<file path="src/fsp_pkg.sv">
// shared constants, types and helpers of the sector guard logic
package fsp_pkg;

  // ---------------------------------------------------------------
  // geometry
  // ---------------------------------------------------------------
  localparam int SEC_W   = 6;
  localparam int SUB_W   = 2;
  localparam int BANK_W  = 4;
  localparam int NUM_SEC = 64;
  localparam int DATA_W  = 16;
  localparam int TMR_W   = 8;

  localparam logic [BANK_W-1:0] BANK_ZERO = 4'h0;

  // ---------------------------------------------------------------
  // protection mode lock config word layout
  // ---------------------------------------------------------------
  localparam int LR_SECURE  = 0;
  localparam int LR_PERSIST = 1;
  localparam int LR_PASSWD  = 2;
  localparam int LR_OTP_ERA = 3;
  localparam int LR_VOL_PUP = 4;
  localparam int LR_NV_W    = 3;

  localparam logic [DATA_W-1:0] LR_RSVD_ONES = 16'hffe0;
  localparam logic [LR_NV_W-1:0] LR_NV_RESET = 3'h7;
  localparam logic [DATA_W-1:0] WORD_ZERO    = 16'h0000;
  localparam int STAT_BUSY = 0;

  // ---------------------------------------------------------------
  // timing
  // ---------------------------------------------------------------
  localparam int CLK_PERIOD_NS = 20;
  localparam int LOCK_PROG_NS  = 1000;
  localparam int NV_PROG_NS    = 1000;
  localparam int NV_ERASE_NS   = 2000;
  localparam logic [TMR_W-1:0] LOCK_PROG_CYC =
    TMR_W'((LOCK_PROG_NS + CLK_PERIOD_NS - 1) / CLK_PERIOD_NS);
  localparam logic [TMR_W-1:0] NV_PROG_CYC =
    TMR_W'((NV_PROG_NS + CLK_PERIOD_NS - 1) / CLK_PERIOD_NS);
  localparam logic [TMR_W-1:0] NV_ERASE_CYC =
    TMR_W'((NV_ERASE_NS + CLK_PERIOD_NS - 1) / CLK_PERIOD_NS);
  localparam logic [TMR_W-1:0] TMR_ONE = 8'h01;

  // ---------------------------------------------------------------
  // enumerations
  // ---------------------------------------------------------------
  typedef enum logic [3:0] {
    CMD_NOP        = 4'h0,
    CMD_ENTER_LOCK = 4'h1,
    CMD_ENTER_NV   = 4'h2,
    CMD_ENTER_VOL  = 4'h3,
    CMD_EXIT       = 4'h4,
    CMD_LOCK_PROG  = 4'h5,
    CMD_NV_PROG    = 4'h6,
    CMD_NV_ERASE   = 4'h7,
    CMD_VOL_SET    = 4'h8,
    CMD_VOL_CLR    = 4'h9,
    CMD_FREEZE_SET = 4'ha,
    CMD_ARR_PROG   = 4'hb,
    CMD_ARR_ERASE  = 4'hc
  } fsp_cmd_e;

  typedef enum logic [1:0] {
    MD_READ = 2'h0,
    MD_LOCK = 2'h1,
    MD_NV   = 2'h2,
    MD_VOL  = 2'h3
  } fsp_mode_e;

  typedef enum logic [1:0] {
    OP_NONE     = 2'h0,
    OP_LOCK     = 2'h1,
    OP_NV_PROG  = 2'h2,
    OP_NV_ERASE = 2'h3
  } fsp_op_e;

  typedef enum logic [2:0] {
    RK_ARRAY  = 3'h0,
    RK_REFUSE = 3'h1,
    RK_WORD   = 3'h2,
    RK_NV     = 3'h3,
    RK_VOL    = 3'h4
  } fsp_rdk_e;

  // ---------------------------------------------------------------
  // helpers
  // ---------------------------------------------------------------
  function automatic logic [BANK_W-1:0] sector_bank(input logic [SEC_W-1:0] s);
    return s[SEC_W-1:SUB_W];
  endfunction

  // a zero in either bit protects; both must be one to unprotect
  function automatic logic is_protected(input logic nv, input logic vol);
    return ~(nv & vol);
  endfunction

  function automatic logic [DATA_W-1:0] bit_word(input logic b);
    return {WORD_ZERO[DATA_W-1:1], b};
  endfunction

endpackage

</file>
<file path="src/fsp_mem_if.sv">
// carrier between the controller and the nonvolatile guard bit store
`timescale 1ns/1ps
interface fsp_mem_if import fsp_pkg::*; ();
  logic             we;
  logic             erase_all;
  logic             wdata;
  logic [SEC_W-1:0] waddr;
  logic [SEC_W-1:0] raddr_a;
  logic [SEC_W-1:0] raddr_b;
  logic             rdata_a;
  logic             rdata_b;

  modport ctrl (output we, erase_all, wdata, waddr, raddr_a, raddr_b,
                input  rdata_a, rdata_b);
  modport mem  (input  we, erase_all, wdata, waddr, raddr_a, raddr_b,
                output rdata_a, rdata_b);
endinterface

</file>
<file path="src/fsp_protect_top.sv">
// sector guard controller: protection status, lock config word, mode entry
`timescale 1ns/1ps

// Summary of operation
// - nonvolatile zero protects; else volatile bit decides
// - lock word bits: secure, persistent, password, erase-option
// - bit 0 zero locks the secured area
// - password bit one, persistent zero: persistent mode
// - password mode needs bit 1 one; bit 3 factory
// - bit 3 reads global erase enable
// - bit 4 factory, power-up volatile state
// - bits 15 to 5 read as ones
// - lock mode blocks bank 0 array access
// - programming both mode bits zero aborts
// - one mode bit programmed forbids the other
// - no mode entry while suspended
// - lock programming: poll bank 0, refuse others
// - program bits singly, erase all together
// - nonvolatile programming refuses other-bank reads
// - guard mode: bank reads return guard bit
// - freeze bit set: guard program/erase times out unchanged; lock programming still completes
// - exit returns read mode, unblocks bank
// - operation on protected sector ignored, read mode
// - freeze bit cleared only by reset
// - volatile bits reset to VOL_PWRUP, unprotected at the default of one
module fsp_protect_top import fsp_pkg::*; #(
  parameter logic OTP_ERASE_EN = 1'b1,  // factory option, arbitrary default
  parameter logic VOL_PWRUP    = 1'b1   // factory power-up volatile state
) (
  // clock and reset
  input  wire logic              i_sys_clk,
  input  wire logic              i_sys_rst,
  // command from the host controller
  input  wire logic              i_cmd_valid,
  input  wire fsp_cmd_e          i_cmd_op,
  input  wire logic [SEC_W-1:0]  i_cmd_sector,
  input  wire logic [DATA_W-1:0] i_cmd_data,
  input  wire logic              i_suspended,
  // read request
  input  wire logic              i_rd_req,
  input  wire logic [SEC_W-1:0]  i_rd_sector,
  // read answer
  output logic                   o_rd_valid,
  output logic [DATA_W-1:0]      o_rd_data,
  output logic                   o_rd_refused,
  output logic                   o_rd_array,
  // command results
  output logic                   o_busy,
  output logic                   o_op_done,
  output logic                   o_op_abort,
  output logic                   o_op_timeout,
  output logic                   o_cmd_refused,
  output logic                   o_array_go,
  output logic                   o_array_ignored,
  // state
  output fsp_mode_e              o_mode,
  output logic                   o_bank_blocked,
  output logic [BANK_W-1:0]      o_blocked_bank,
  output logic                   o_secure_locked,
  output logic                   o_persistent_mode,
  output logic                   o_password_mode,
  output logic                   o_freeze
);

  // --------------------
  // state
  // --------------------
  fsp_mode_e          mode_r, mode_nxt;
  fsp_op_e            op_r;
  fsp_rdk_e           rd_kind_r, rd_kind_nxt;
  logic [LR_NV_W-1:0] lock_r;
  logic               freeze_r;
  logic [NUM_SEC-1:0] vol_r;
  logic [BANK_W-1:0]  ent_bank_r;
  logic [SEC_W-1:0]   pend_sec_r;
  logic [LR_NV_W-1:0] pend_data_r;
  logic               frz_hit_r;
  logic               rd_p_r;
  logic [SEC_W-1:0]   rd_sec_r;
  logic [DATA_W-1:0]  rd_word_r;
  logic               ac_p_r;
  logic [SEC_W-1:0]   ac_sec_r;
  logic               tmr_busy;
  logic               tmr_done;
  // output registers
  logic              rd_valid_r, rd_refused_r, rd_array_r;
  logic [DATA_W-1:0] rd_data_r;
  logic              done_r, abort_r, tout_r, refused_r, go_r, ign_r;
  logic              blk_r, sec_lk_r, pers_r, pass_r;

  fsp_mem_if mif ();

  // --------------------
  // command decode
  // --------------------
  wire cmd_v      = i_cmd_valid && (i_cmd_op != CMD_NOP);
  wire busy       = tmr_busy;
  wire is_entry   = i_cmd_op inside {CMD_ENTER_LOCK, CMD_ENTER_NV, CMD_ENTER_VOL};
  wire entry_ok   = cmd_v && is_entry && (mode_r == MD_READ) && !i_suspended &&
                    !busy;
  wire exit_ok    = cmd_v && (i_cmd_op == CMD_EXIT) && !busy;
  wire lock_cmd   = cmd_v && (i_cmd_op == CMD_LOCK_PROG) && (mode_r == MD_LOCK) && !busy;
  wire d_pers     = i_cmd_data[LR_PERSIST];
  wire d_pass     = i_cmd_data[LR_PASSWD];
  wire both_zero  = !d_pers && !d_pass;
  wire scheme_bad = (!lock_r[LR_PASSWD] && !d_pers) ||
                    (!lock_r[LR_PERSIST] && !d_pass);
  wire lock_bad   = both_zero || scheme_bad;
  wire lock_go    = lock_cmd && !lock_bad;
  wire lock_abort = lock_cmd && lock_bad;
  wire nv_prog    = cmd_v && (i_cmd_op == CMD_NV_PROG) && (mode_r == MD_NV) && !busy;
  wire nv_erase   = cmd_v && (i_cmd_op == CMD_NV_ERASE) && (mode_r == MD_NV) && !busy;
  wire vol_cmd    = cmd_v && (i_cmd_op inside {CMD_VOL_SET, CMD_VOL_CLR}) &&
                    (mode_r == MD_VOL) && !busy;
  wire frz_cmd    = cmd_v && (i_cmd_op == CMD_FREEZE_SET) && !busy;
  wire cmd_bank_blk = (mode_r != MD_READ) && (sector_bank(i_cmd_sector) == ent_bank_r);
  wire arr_cmd    = cmd_v && (i_cmd_op inside {CMD_ARR_PROG, CMD_ARR_ERASE}) &&
                    !busy && !ac_p_r && !cmd_bank_blk;
  wire accepted   = entry_ok || exit_ok || lock_cmd || nv_prog || nv_erase ||
                    vol_cmd || frz_cmd || arr_cmd;

  // operation timing select
  wire                   tmr_start  = lock_go || nv_prog || nv_erase;
  wire [TMR_W-1:0]       tmr_cycles = lock_go ? LOCK_PROG_CYC :
                                      nv_prog ? NV_PROG_CYC : NV_ERASE_CYC;
  wire                   commit     = tmr_done && !frz_hit_r;
  // array command protection check, one cycle after the store read
  wire ac_prot = is_protected(mif.rdata_b, vol_r[ac_sec_r]);
  wire ac_ign  = ac_p_r && ac_prot;

  // --------------------
  // store connections; single bits programmed, erase is global
  // --------------------
  assign mif.we        = commit && (op_r == OP_NV_PROG);
  assign mif.erase_all = commit && (op_r == OP_NV_ERASE);
  assign mif.wdata     = 1'b0;
  assign mif.waddr     = pend_sec_r;
  assign mif.raddr_a   = i_rd_sector;
  assign mif.raddr_b   = i_cmd_sector;

  // --------------------
  // lock config word as software reads it
  // --------------------
  wire [DATA_W-1:0] lr_word = LR_RSVD_ONES |
                              {WORD_ZERO[DATA_W-1:LR_VOL_PUP+1], VOL_PWRUP, OTP_ERASE_EN,
                               lock_r};
  wire [DATA_W-1:0] stat_word = WORD_ZERO | (DATA_W'(busy) << STAT_BUSY);

  // --------------------
  // read routing by mode and running operation
  // --------------------
  wire [BANK_W-1:0] rd_bank  = sector_bank(i_rd_sector);
  wire              lk_busy  = busy && (op_r == OP_LOCK);
  wire              nv_busy  = busy && (op_r != OP_LOCK);
  wire              in_ent   = (rd_bank == ent_bank_r);
  wire              in_bank0 = (rd_bank == BANK_ZERO);

  always_comb begin
    rd_kind_nxt = RK_ARRAY;
    if (lk_busy) begin
      rd_kind_nxt = in_bank0 ? RK_WORD : RK_REFUSE;
    end else if (nv_busy) begin
      rd_kind_nxt = in_ent ? RK_WORD : RK_REFUSE;
    end else if (mode_r == MD_LOCK) begin
      rd_kind_nxt = in_bank0 ? RK_WORD : RK_ARRAY;
    end else if (mode_r == MD_NV) begin
      rd_kind_nxt = in_ent ? RK_NV : RK_ARRAY;
    end else if (mode_r == MD_VOL) begin
      rd_kind_nxt = in_ent ? RK_VOL : RK_ARRAY;
    end
  end

  // --------------------
  // mode sequencing
  // --------------------
  always_comb begin
    mode_nxt = mode_r;
    if (entry_ok) begin
      unique case (i_cmd_op)
        CMD_ENTER_LOCK: mode_nxt = MD_LOCK;
        CMD_ENTER_NV:   mode_nxt = MD_NV;
        default:        mode_nxt = MD_VOL;
      endcase
    end else if (exit_ok) begin
      mode_nxt = MD_READ;
    end else if (ac_ign) begin
      mode_nxt = MD_READ;
    end
  end

  // mode and blocked bank
  always_ff @(posedge i_sys_clk or posedge i_sys_rst) begin
    if (i_sys_rst) begin
      mode_r     <= MD_READ;
      ent_bank_r <= BANK_ZERO;
      blk_r      <= 1'b0;
    end else begin
      mode_r <= mode_nxt;
      blk_r  <= (mode_nxt != MD_READ);
      if (entry_ok) begin
        ent_bank_r <= (i_cmd_op == CMD_ENTER_LOCK) ? BANK_ZERO : sector_bank(i_cmd_sector);
      end
    end
  end

  // pending embedded operation; freeze is sampled at the start
  always_ff @(posedge i_sys_clk or posedge i_sys_rst) begin
    if (i_sys_rst) begin
      op_r        <= OP_NONE;
      pend_sec_r  <= '0;
      pend_data_r <= LR_NV_RESET;
      frz_hit_r   <= 1'b0;
    end else if (tmr_start) begin
      op_r        <= lock_go ? OP_LOCK : (nv_prog ? OP_NV_PROG : OP_NV_ERASE);
      pend_sec_r  <= i_cmd_sector;
      pend_data_r <= i_cmd_data[LR_NV_W-1:0];
      frz_hit_r   <= !lock_go && !freeze_r;
    end else if (tmr_done) begin
      op_r <= OP_NONE;
    end
  end

  // lock bits only go from one to zero
  always_ff @(posedge i_sys_clk or posedge i_sys_rst) begin
    if (i_sys_rst) begin
      lock_r <= LR_NV_RESET;
    end else if (tmr_done && (op_r == OP_LOCK)) begin
      lock_r <= lock_r & pend_data_r;
    end
  end

  // global freeze: set by command, cleared only by reset
  always_ff @(posedge i_sys_clk or posedge i_sys_rst) begin
    if (i_sys_rst) begin
      freeze_r <= 1'b1;
    end else if (frz_cmd) begin
      freeze_r <= 1'b0;
    end
  end

  // volatile guard bits: set is zero, clear is one
  always_ff @(posedge i_sys_clk or posedge i_sys_rst) begin
    if (i_sys_rst) begin
      vol_r <= {NUM_SEC{VOL_PWRUP}};
    end else if (vol_cmd) begin
      vol_r[i_cmd_sector] <= (i_cmd_op == CMD_VOL_CLR);
    end
  end

  // read pipeline, stage one: classify and capture
  always_ff @(posedge i_sys_clk or posedge i_sys_rst) begin
    if (i_sys_rst) begin
      rd_p_r    <= 1'b0;
      rd_kind_r <= RK_ARRAY;
      rd_sec_r  <= '0;
      rd_word_r <= WORD_ZERO;
    end else begin
      rd_p_r    <= i_rd_req;
      rd_kind_r <= rd_kind_nxt;
      rd_sec_r  <= i_rd_sector;
      rd_word_r <= (lk_busy || nv_busy) ? stat_word : lr_word;
    end
  end

  // read pipeline, stage two: answer
  always_ff @(posedge i_sys_clk or posedge i_sys_rst) begin
    if (i_sys_rst) begin
      rd_valid_r   <= 1'b0;
      rd_refused_r <= 1'b0;
      rd_array_r   <= 1'b0;
      rd_data_r    <= WORD_ZERO;
    end else begin
      rd_valid_r   <= rd_p_r && (rd_kind_r != RK_REFUSE);
      rd_refused_r <= rd_p_r && (rd_kind_r == RK_REFUSE);
      rd_array_r   <= rd_p_r && (rd_kind_r == RK_ARRAY);
      unique case (rd_kind_r)
        RK_WORD: rd_data_r <= rd_word_r;
        RK_NV:   rd_data_r <= bit_word(mif.rdata_a);
        RK_VOL:  rd_data_r <= bit_word(vol_r[rd_sec_r]);
        default: rd_data_r <= WORD_ZERO;
      endcase
    end
  end

  // array command check
  always_ff @(posedge i_sys_clk or posedge i_sys_rst) begin
    if (i_sys_rst) begin
      ac_p_r   <= 1'b0;
      ac_sec_r <= '0;
    end else begin
      ac_p_r   <= arr_cmd;
      ac_sec_r <= i_cmd_sector;
    end
  end

  // result pulses and derived mode flags
  always_ff @(posedge i_sys_clk or posedge i_sys_rst) begin
    if (i_sys_rst) begin
      done_r    <= 1'b0;
      abort_r   <= 1'b0;
      tout_r    <= 1'b0;
      refused_r <= 1'b0;
      go_r      <= 1'b0;
      ign_r     <= 1'b0;
      sec_lk_r  <= 1'b0;
      pers_r    <= 1'b0;
      pass_r    <= 1'b0;
    end else begin
      done_r    <= commit;
      abort_r   <= lock_abort;
      tout_r    <= tmr_done && frz_hit_r;
      refused_r <= cmd_v && !accepted;
      go_r      <= ac_p_r && !ac_prot;
      ign_r     <= ac_ign;
      sec_lk_r  <= !lock_r[LR_SECURE];
      pers_r    <= lock_r[LR_PASSWD] && !lock_r[LR_PERSIST];
      pass_r    <= !lock_r[LR_PASSWD] && lock_r[LR_PERSIST];
    end
  end

  // --------------------
  // submodules
  // --------------------
  fsp_guard_mem u_mem (
    .i_sys_clk (i_sys_clk),
    .i_sys_rst (i_sys_rst),
    .m         (mif.mem)
  );

  fsp_op_timer u_tmr (
    .i_sys_clk (i_sys_clk),
    .i_sys_rst (i_sys_rst),
    .i_start   (tmr_start),
    .i_cycles  (tmr_cycles),
    .o_busy    (tmr_busy),
    .o_done    (tmr_done)
  );

  // --------------------
  // outputs
  // --------------------
  assign o_rd_valid        = rd_valid_r;
  assign o_rd_data         = rd_data_r;
  assign o_rd_refused      = rd_refused_r;
  assign o_rd_array        = rd_array_r;
  assign o_busy            = tmr_busy;
  assign o_op_done         = done_r;
  assign o_op_abort        = abort_r;
  assign o_op_timeout      = tout_r;
  assign o_cmd_refused     = refused_r;
  assign o_array_go        = go_r;
  assign o_array_ignored   = ign_r;
  assign o_mode            = mode_r;
  assign o_bank_blocked    = blk_r;
  assign o_blocked_bank    = ent_bank_r;
  assign o_secure_locked   = sec_lk_r;
  assign o_persistent_mode = pers_r;
  assign o_password_mode   = pass_r;
  assign o_freeze          = freeze_r;

endmodule

</file>
<file path="src/fsp_guard_mem.sv">
// per-sector nonvolatile guard bit store with two registered read ports
`timescale 1ns/1ps
module fsp_guard_mem import fsp_pkg::*; (
  // clock and reset
  input  wire logic  i_sys_clk,
  input  wire logic  i_sys_rst,
  // controller side
  fsp_mem_if.mem     m
);

  // ---------------------------------------------------------------
  // storage
  // ---------------------------------------------------------------
  logic [NUM_SEC-1:0] bits_r;
  logic               rd_a_r;
  logic               rd_b_r;

  // reset stands for the shipped, all-erased state
  always_ff @(posedge i_sys_clk or posedge i_sys_rst) begin
    if (i_sys_rst) begin
      bits_r <= '1;
    end else if (m.erase_all) begin
      bits_r <= '1;
    end else if (m.we) begin
      bits_r[m.waddr] <= m.wdata;
    end
  end

  // read data always from a register, one cycle after the address
  always_ff @(posedge i_sys_clk or posedge i_sys_rst) begin
    if (i_sys_rst) begin
      rd_a_r <= 1'b1;
      rd_b_r <= 1'b1;
    end else begin
      rd_a_r <= bits_r[m.raddr_a];
      rd_b_r <= bits_r[m.raddr_b];
    end
  end

  assign m.rdata_a = rd_a_r;
  assign m.rdata_b = rd_b_r;

endmodule

</file>
<file path="src/fsp_op_timer.sv">
// down counter that times one embedded program or erase operation
`timescale 1ns/1ps
module fsp_op_timer import fsp_pkg::*; (
  // clock and reset
  input  wire logic             i_sys_clk,
  input  wire logic             i_sys_rst,
  // control
  input  wire logic             i_start,
  input  wire logic [TMR_W-1:0] i_cycles,
  // status
  output logic                  o_busy,
  output logic                  o_done
);

  logic [TMR_W-1:0] cnt_r;
  logic             busy_r;
  logic             done_r;

  // start is ignored while running; the controller never overlaps
  always_ff @(posedge i_sys_clk or posedge i_sys_rst) begin
    if (i_sys_rst) begin
      cnt_r  <= '0;
      busy_r <= 1'b0;
      done_r <= 1'b0;
    end else begin
      done_r <= busy_r && (cnt_r == TMR_ONE);
      if (i_start && !busy_r) begin
        cnt_r  <= i_cycles;
        busy_r <= 1'b1;
      end else if (busy_r) begin
        cnt_r  <= cnt_r - TMR_ONE;
        busy_r <= (cnt_r != TMR_ONE);
      end
    end
  end

  assign o_busy = busy_r;
  assign o_done = done_r;

endmodule

</file>
<file path="config.mk">
export PLATFORM = sky130hd
export DESIGN_NAME = fsp_protect_top
export DESIGN_NICKNAME = d
export VERILOG_FILES = /design/src/fsp_pkg.sv /design/src/fsp_mem_if.sv /design/src/fsp_protect_top.sv /design/src/fsp_guard_mem.sv /design/src/fsp_op_timer.sv
export SDC_FILE = /design/constraint.sdc
export NUM_CORES = 1
export LEC_CHECK = 0
export BUFFER_PORTS_ARGS = -buffer_cell sky130_fd_sc_hd__buf_2
export CORE_UTILIZATION = 59
export CTS_BUF_LIST = sky130_fd_sc_hd__clkbuf_8
export DETAILED_ROUTE_END_ITERATION = 6
export HOLD_SLACK_MARGIN = 0.02
export PLACE_DENSITY = 0.89
export SLEW_MARGIN = 20
export SYNTH_ARGS = -nofsm -noshare
export SYNTH_HDL_FRONTEND = slang
export SYNTH_HIERARCHICAL = 1
export SYNTH_SLANG_ARGS = --single-unit
</file>
<file path="constraint.sdc">
create_clock -name i_sys_clk -period 4.28 [get_ports i_sys_clk]
set_input_delay 0.642 -clock i_sys_clk [delete_from_list [all_inputs] [get_ports i_sys_clk]]
set_output_delay 0.642 -clock i_sys_clk [all_outputs]
set_load 0.02 [all_outputs]
</file>
# ---- Yosys cells after proc, flatten, opt, wreduce, memory -nomap -nowiden
# Cells that the tools add are included.
dict set report word_totals {
  ff_bits 224
  latch_bits 0
  ramBits 0
  romBits 0
  input_bits 37
  output_inout_bits 37
  memories 0
}
dict set report op_classes {
  addsub 1
  mul 0
  div_mod_pow 0
  order_cmp 7
  eq_ne 28
  shift 0
  n_mux 42
  bitwise 5
  n_reduce_logical 89
}
# cell count
set op_table {}
lappend op_table {{two-way mux 64 bit} 2}
lappend op_table {{AND 64 bit} 1}
lappend op_table {{bitwise mux 64 bit} 1}
lappend op_table {{inverter 64 bit} 1}
lappend op_table {{logical AND 1 bit} 51}
lappend op_table {{case mux 16 bit (3 select lines)} 1}
lappend op_table {{< comparator 6 x 7 -> 1 bit (second input constant)} 5}
lappend op_table {{binary-select mux 1 bit (select 6 bit)} 4}
lappend op_table {{== test 4 bit (second input constant)} 5}
lappend op_table {{two-way mux 2 bit} 10}
lappend op_table {{two-way mux 3 bit} 6}
lappend op_table {{== test 4 x 3 -> 1 bit (second input constant)} 4}
lappend op_table {{two-way mux 16 bit} 1}
lappend op_table {{two-way mux 8 bit} 2}
lappend op_table {{zero test 1 bit} 14}
lappend op_table {{two-way mux 7 bit} 2}
lappend op_table {{nonzero test 2 bit} 7}
lappend op_table {{demux 1 bit (select 6 bit)} 2}
lappend op_table {{greater-or-equal comparator 6 x 1 -> 1 bit (second input constant)} 2}
lappend op_table {{logical OR 1 bit} 12}
lappend op_table {{two-way mux 1 bit} 9}
lappend op_table {{== test 2 bit (second input constant)} 4}
lappend op_table {{== test 4 x 2 -> 1 bit (second input constant)} 2}
lappend op_table {{== test 4 bit} 2}
lappend op_table {{other kinds (20)} 22}

# ---- Logic depth before layout (Yosys ltp)
dict set report logic_depth {
  word_depth 15
  ltp_mapped 9
  ltp_nobuf 8
}

# ---- By module
# The synthesis kept the hierarchy.
# module n_inst cells_per_inst area_each_um2
set by_module_without_submodules {}
lappend by_module_without_submodules {fsp_protect_top 1 540 6432.4}
lappend by_module_without_submodules {fsp_guard_mem 1 437 4480.5}
lappend by_module_without_submodules {fsp_op_timer 1 58 558.0}

# ---- Worst setup path after synthesis
# No wires, ideal clock.
dict set report synth_timing {
  path_kind {input to register}
  startpoint {input port i_cmd_op[1]}
  endpoint {register u_tmr.cnt_r[5]}
  setup_time_ns 0.126
  arrival_time_ns 2.525
  setup_slack_ns 1.629
  path_stages 8
  n_path_buf 1
  cell_sequence {buf_2 nand2b_1 or4_1 nand2b_1 nand2_4 nor2b_1 a21oi_1 a221o_1}
}
dict set report synth_between {
  elab_chain_cells 10
  elab_cells_between_ends 21
  classes_between {eq/ne: 3; mux: 2; reduce/logical: 16}
}
# item line
set synth_rtl {}
lappend synth_rtl {{start, declared} fsp_protect_top.sv:35} ;# input wire fsp_cmd_e i_cmd_op,
lappend synth_rtl {{nonzero test 4 bit} fsp_protect_top.sv:96} ;# wire cmd_v = i_cmd_valid && (i_cmd_op != CMD_NOP);
lappend synth_rtl {{logical AND 1 bit} fsp_protect_top.sv:96}
lappend synth_rtl {{logical AND 1 bit (3 in series)} fsp_protect_top.sv:102} ;# wire lock_cmd = cmd_v && (i_cmd_op == CMD_LOCK_PROG) && (mode_r == MD_LOCK) && !busy;
lappend synth_rtl {{logical AND 1 bit} fsp_protect_top.sv:109} ;# wire lock_go = lock_cmd && !lock_bad;
lappend synth_rtl {{logical OR 1 bit} fsp_protect_top.sv:123} ;# wire tmr_start = lock_go || nv_prog || nv_erase;
lappend synth_rtl {{logical OR 1 bit *} fsp_protect_top.sv:123}
lappend synth_rtl {{named net tmr_start} fsp_protect_top.sv:123}
lappend synth_rtl {{logical AND 1 bit *} fsp_op_timer.sv:27} ;# if (i_start && !busy_r) begin
lappend synth_rtl {{two-way mux 8 bit or nonzero test 2 bit (tied branches)} -}
lappend synth_rtl {{end signal, assigned} fsp_op_timer.sv:28} ;# cnt_r <= i_cycles;
lappend synth_rtl {{end signal, assigned} fsp_op_timer.sv:31} ;# cnt_r <= cnt_r - TMR_ONE;
lappend synth_rtl {{end, declared} fsp_op_timer.sv:15} ;# logic [TMR_W-1:0] cnt_r;
# The timed path passes the listed nets; every way through them passes the cells marked *.
# A chain may end at the register's enable or synchronous reset.

# ---- Worst setup path after layout
dict set report layout_timing {
  startpoint {register u_tmr.busy_r, in the netlist u_tmr/o_busy}
  endpoint {register vol_r[15]}
}
dict set report layout_between {
  elab_chain_cells 2
}
# item line
set layout_rtl {}
lappend layout_rtl {{start, declared} fsp_op_timer.sv:16} ;# logic busy_r;
lappend layout_rtl {{start signal, assigned} fsp_op_timer.sv:32} ;# busy_r <= (cnt_r != TMR_ONE);
lappend layout_rtl {{zero test 1 bit} fsp_protect_top.sv:114} ;# (mode_r == MD_VOL) && !busy;
lappend layout_rtl {{logical AND 1 bit} fsp_protect_top.sv:114}
lappend layout_rtl {{end signal, assigned} fsp_protect_top.sv:244} ;# vol_r <= {NUM_SEC{VOL_PWRUP}};
lappend layout_rtl {{end signal, assigned by index} fsp_protect_top.sv:246} ;# vol_r[i_cmd_sector] <= (i_cmd_op == CMD_VOL_CLR);
lappend layout_rtl {{end, declared} fsp_protect_top.sv:73} ;# logic [NUM_SEC-1:0] vol_r;
# Every way passes these cells.

==> flow_summary_export.csv <==
group,metric,value,unit
floorplanning,start_util,60.7,%
placement,place_area,11700,sq um
routing,drt-wirelength-per-cell,21.6,um
clock_network,postCtsHoldBufs,0,
sta,worstMarginPinSlew,0.999,ns
grt,top_usage_layer,"met2",
clock_network,clockRootBuffer,"clkbuf_8",
routing,antenna_left,0,
critical_path,start_kind,"flip-flop",
grt,grt_antenna_before_repair,0,
logic_synthesis,synth-xor-area-share,0.611,%
logic_synthesis,synth.distinct_cells,79,
sta,max_slew_margin,33.4,%
critical_path,crit_arrival,3.50,ns
placement,gp_congestion,0.881,
floorplanning,num_io_pins,74,
logic_synthesis,syn_inst,1035,
clock_network,post-cts-setup-buffers,0,
final_layout,drive_gt1_share,33.0,%
logic_synthesis,synth_compound_area_share,10.6,%
critical_path,crit_type,"reg2reg",
grt,grt_pass1_vias,8625,
logic_synthesis,netlist_area,11500,sq um
sta,rsz0062_at_grt,"no",
sta,final_hold_viol_count,0,
logic_synthesis,synth_edf_count,0,
clock_network,cts_buffers,17,
floorplanning,die_height,141,um
logic_synthesis,synth_warnings,6,
clock_network,cts_tree,"built",
routing,vias,8816,
placement,io_buffers,60,
grt,grt_usage,29.5,%
critical_path,crit_path_max_fanout,24,
final_layout,fin_area,12100,sq um
floorplanning,core,18900,sq um
placement,dp_hpwl,18100,um
grt,grt_pass1_wl,45400,um
sta,fin_tns_setup,0,ns
logic_synthesis,synth.yosys.seq_area_share,45.1,%
sta,final_max_slew_viol_count,0,
logic_synthesis,ys_ff_latch,200,
power_and_ir_drop,peakVddDrop,0.000224,V
final_layout,fin_nets,1070,
critical_path,end_kind,"flip-flop",
sta,setup-violations-final,0,
power_and_ir_drop,total_power,4450,uW
grt,overflow,0,
power_and_ir_drop,power.leakage,0.00455,uW
logic_synthesis,synth-simple-area-share,18.7,%
clock_network,htreeDepth,4,
grt,use_met2,47.4,%
clock_network,cts_resized,0,
floorplanning,rows,50,
grt,grt_util_met1,39.3,%
clock_network,clk_latency,0.49,ns
routing,routed_wl,28200,um
critical_path,required,4.67,ns
routing,drc_errors,0,
clock_network,clock-sinks,200,
min_path,min_path_type,"in2async",
power_and_ir_drop,p_per_area,367,nW/um^2
logic_synthesis,ys_async_sr_fraction,100,%
logic_synthesis,synth_top_family_by_area,"multiplexers",
sta,finalCritPeriodShare,72.7,%
run,max_cap_viol_count,0,
floorplanning,dieArea,20000,sq um
floorplanning,die_w,141,um
logic_synthesis,avgSynthCellArea,11.1,sq um
logic_synthesis,muxShareOfSynthArea,19.9,%
final_layout,final_util,64.1,%
final_layout,syn2layout_area_growth,5.61,%
sta,timing.fmax,321,MHz
sta,holdWs,0.153,ns
sta,skew,0.0202,ns
routing,drt_iter0_drc,997,
logic_synthesis,ys.flop_type,"dfstp_2",
final_layout,diodes,0,
routing,firstDrtPassIters,6,
clock_network,clkTransAtPathRegs,0.12,ns
status,outcome,"finished clean",
final_layout,nFillCells,1432,
clock_network,clockBufferDepth,2,
grt,met3_usage,6.38,%
grt,grt_max_degree,65,
logic_synthesis,synth_fa_ha_area_share,0.218,%
routing,vias_per_cell,6.76,
sta,period_needed,3.11,ns
critical path, stage by stage (launching register included):
cell,delay [ns]
dfrtp_1,0.67
nand2b_1,0.32
nor4_2,0.46
and2_1,0.26
nand3_1,0.60
o21ai_0,0.53
o31ai_1,0.16
power breakdown:
part	internal [uW]	leakage [uW]	switching (uW)	total, uW
clock network	459	0.000208	804	1260
logic	325	0.00214	523	849
registers	2070	0.00220	264	2330
total	2850	0.00455	1590	4450
kinds of logic after synthesis:
family / after synthesis
flops: 200
xor+xnor: 8
other cells: 2
buf+inv: 110
simple gates: 385
compound gates: 196
mux: 132
fa+ha+maj: 2
synth_stat cells, types with 3 or more instances:
cell type / instances / area [sq um]
nor3b_1: 8 / 60.1
nand4b_1: 4 / 35.0
dfrtp_1: 63 / 1580
clkbuf_1: 62 / 233
buf_2: 10 / 50.1
a311o_1: 4 / 40.0
a21boi_0: 9 / 67.6
mux4_2: 46 / 1040
mux4_1: 20 / 526
o21ai_0: 108 / 541
xor2_1: 3 / 26.3
and3b_1: 3 / 26.3
xnor2_1: 5 / 43.8
nor2_1: 62 / 233
nor4_1: 6 / 37.5
buf_6: 5 / 56.3
nand3b_1: 65 / 488
clkbuf_8: 3 / 41.3
nand4_1: 5 / 31.3
mux2_2: 38 / 428
nor3_1: 8 / 40.0
mux2i_1: 18 / 180
inv_1: 14 / 52.6
a21oi_1: 7 / 35.0
mux2_1: 10 / 113
a22oi_1: 6 / 45.0
and2_1: 6 / 37.5
and3_1: 9 / 56.3
nor2b_1: 18 / 113
or3b_2: 3 / 26.3
or3_1: 5 / 31.3
dfstp_2: 137 / 3600
nand3_1: 32 / 160
buf_4: 13 / 97.6
nand2_1: 109 / 409
o31ai_1: 33 / 248
nand4bb_1: 3 / 33.8
or2_2: 3 / 18.8
nand2b_1: 18 / 113
sequential cells by signal, indices dropped and copies added, names as in the netlist, 2 cells and up:
| signal | cells |
|---|---|
| lock_r | 3 |
| rd_word_r | 4 |
| pend_data_r | 3 |
| u_mem/bits_r | 64 |
| o_blocked_bank | 4 |
| rd_kind_r | 3 |
| op_r | 2 |
| ac_sec_r | 6 |
| vol_r | 64 |
| o_rd_data | 4 |
| o_mode | 2 |
| u_tmr/cnt_r | 8 |
| rd_sec_r | 6 |
| mif.waddr | 6 |
layout by cell type, fill, tap and decap left out, drive strengths merged, types with 9 or more instances in the layout:
cell type	Yosys	routed
mux2	48	48
inv	14	21
o31ai	33	33
clkbuf	65	17
nor3	9	9
nand2	110	110
dfrtp	63	63
nand2b	19	19
nor2	63	63
dfstp	137	137
nand3	32	32
mux2i	18	18
mux4	66	66
o21ai	109	109
nor3b	11	11
a21boi	9	9
buf	31	70
nor2b	18	18
and3	9	9
nand3b	65	65
final timing paths:
path / slack (ns) / start / end / depth (start not counted)
worst max-delay path: 1.17 / u_tmr/o_busy / vol_r[15] / 6
worst min-delay path: 0.15 / i_sys_rst / u_tmr/cnt_r[3] / 2
worst max register to register: 1.17 / u_tmr/o_busy / vol_r[15] / 6
worst min register to register: 0.49 / lock_r[2] / lock_r[2] / 1
max in group asynchronous: 3.01 / i_sys_rst / vol_r[62] / 3
min in group i_sys_clk: 0.27 / i_rd_req / rd_p_r / 1
per-layer routing:
layer / routed length [um] / part of all wire (%) / up-vias
met3: 2500 / 8.9 / 82
met1: 11200 / 40 / 4431
met4: 875 / 3.1 / 0
li1: - / - / 3781
met2: 13700 / 49 / 522
met5: 0 / 0 / -
metrics by stage:
step	setup WS, ns	instances
after global placement	1.36	1272
final	1.17	1304
after detailed placement	1.33	1272
after global routing	1.04	1304
after CTS	1.27	1304
after floorplan	0.456	1038
area by class of cell:
cell class	instances	area, sq um	share of cell area, %
Clock buffer	17	234	1.93
Multi-Input combinational cell	728	5750	47.5
Clock inverter	15	195	1.61
Sequential cell	200	5180	42.7
Tap cell	260	325	2.69
Inverter	14	55.1	0.454
Timing Repair Buffer	70	375	3.10
Power figures use the tool's default switching activity.
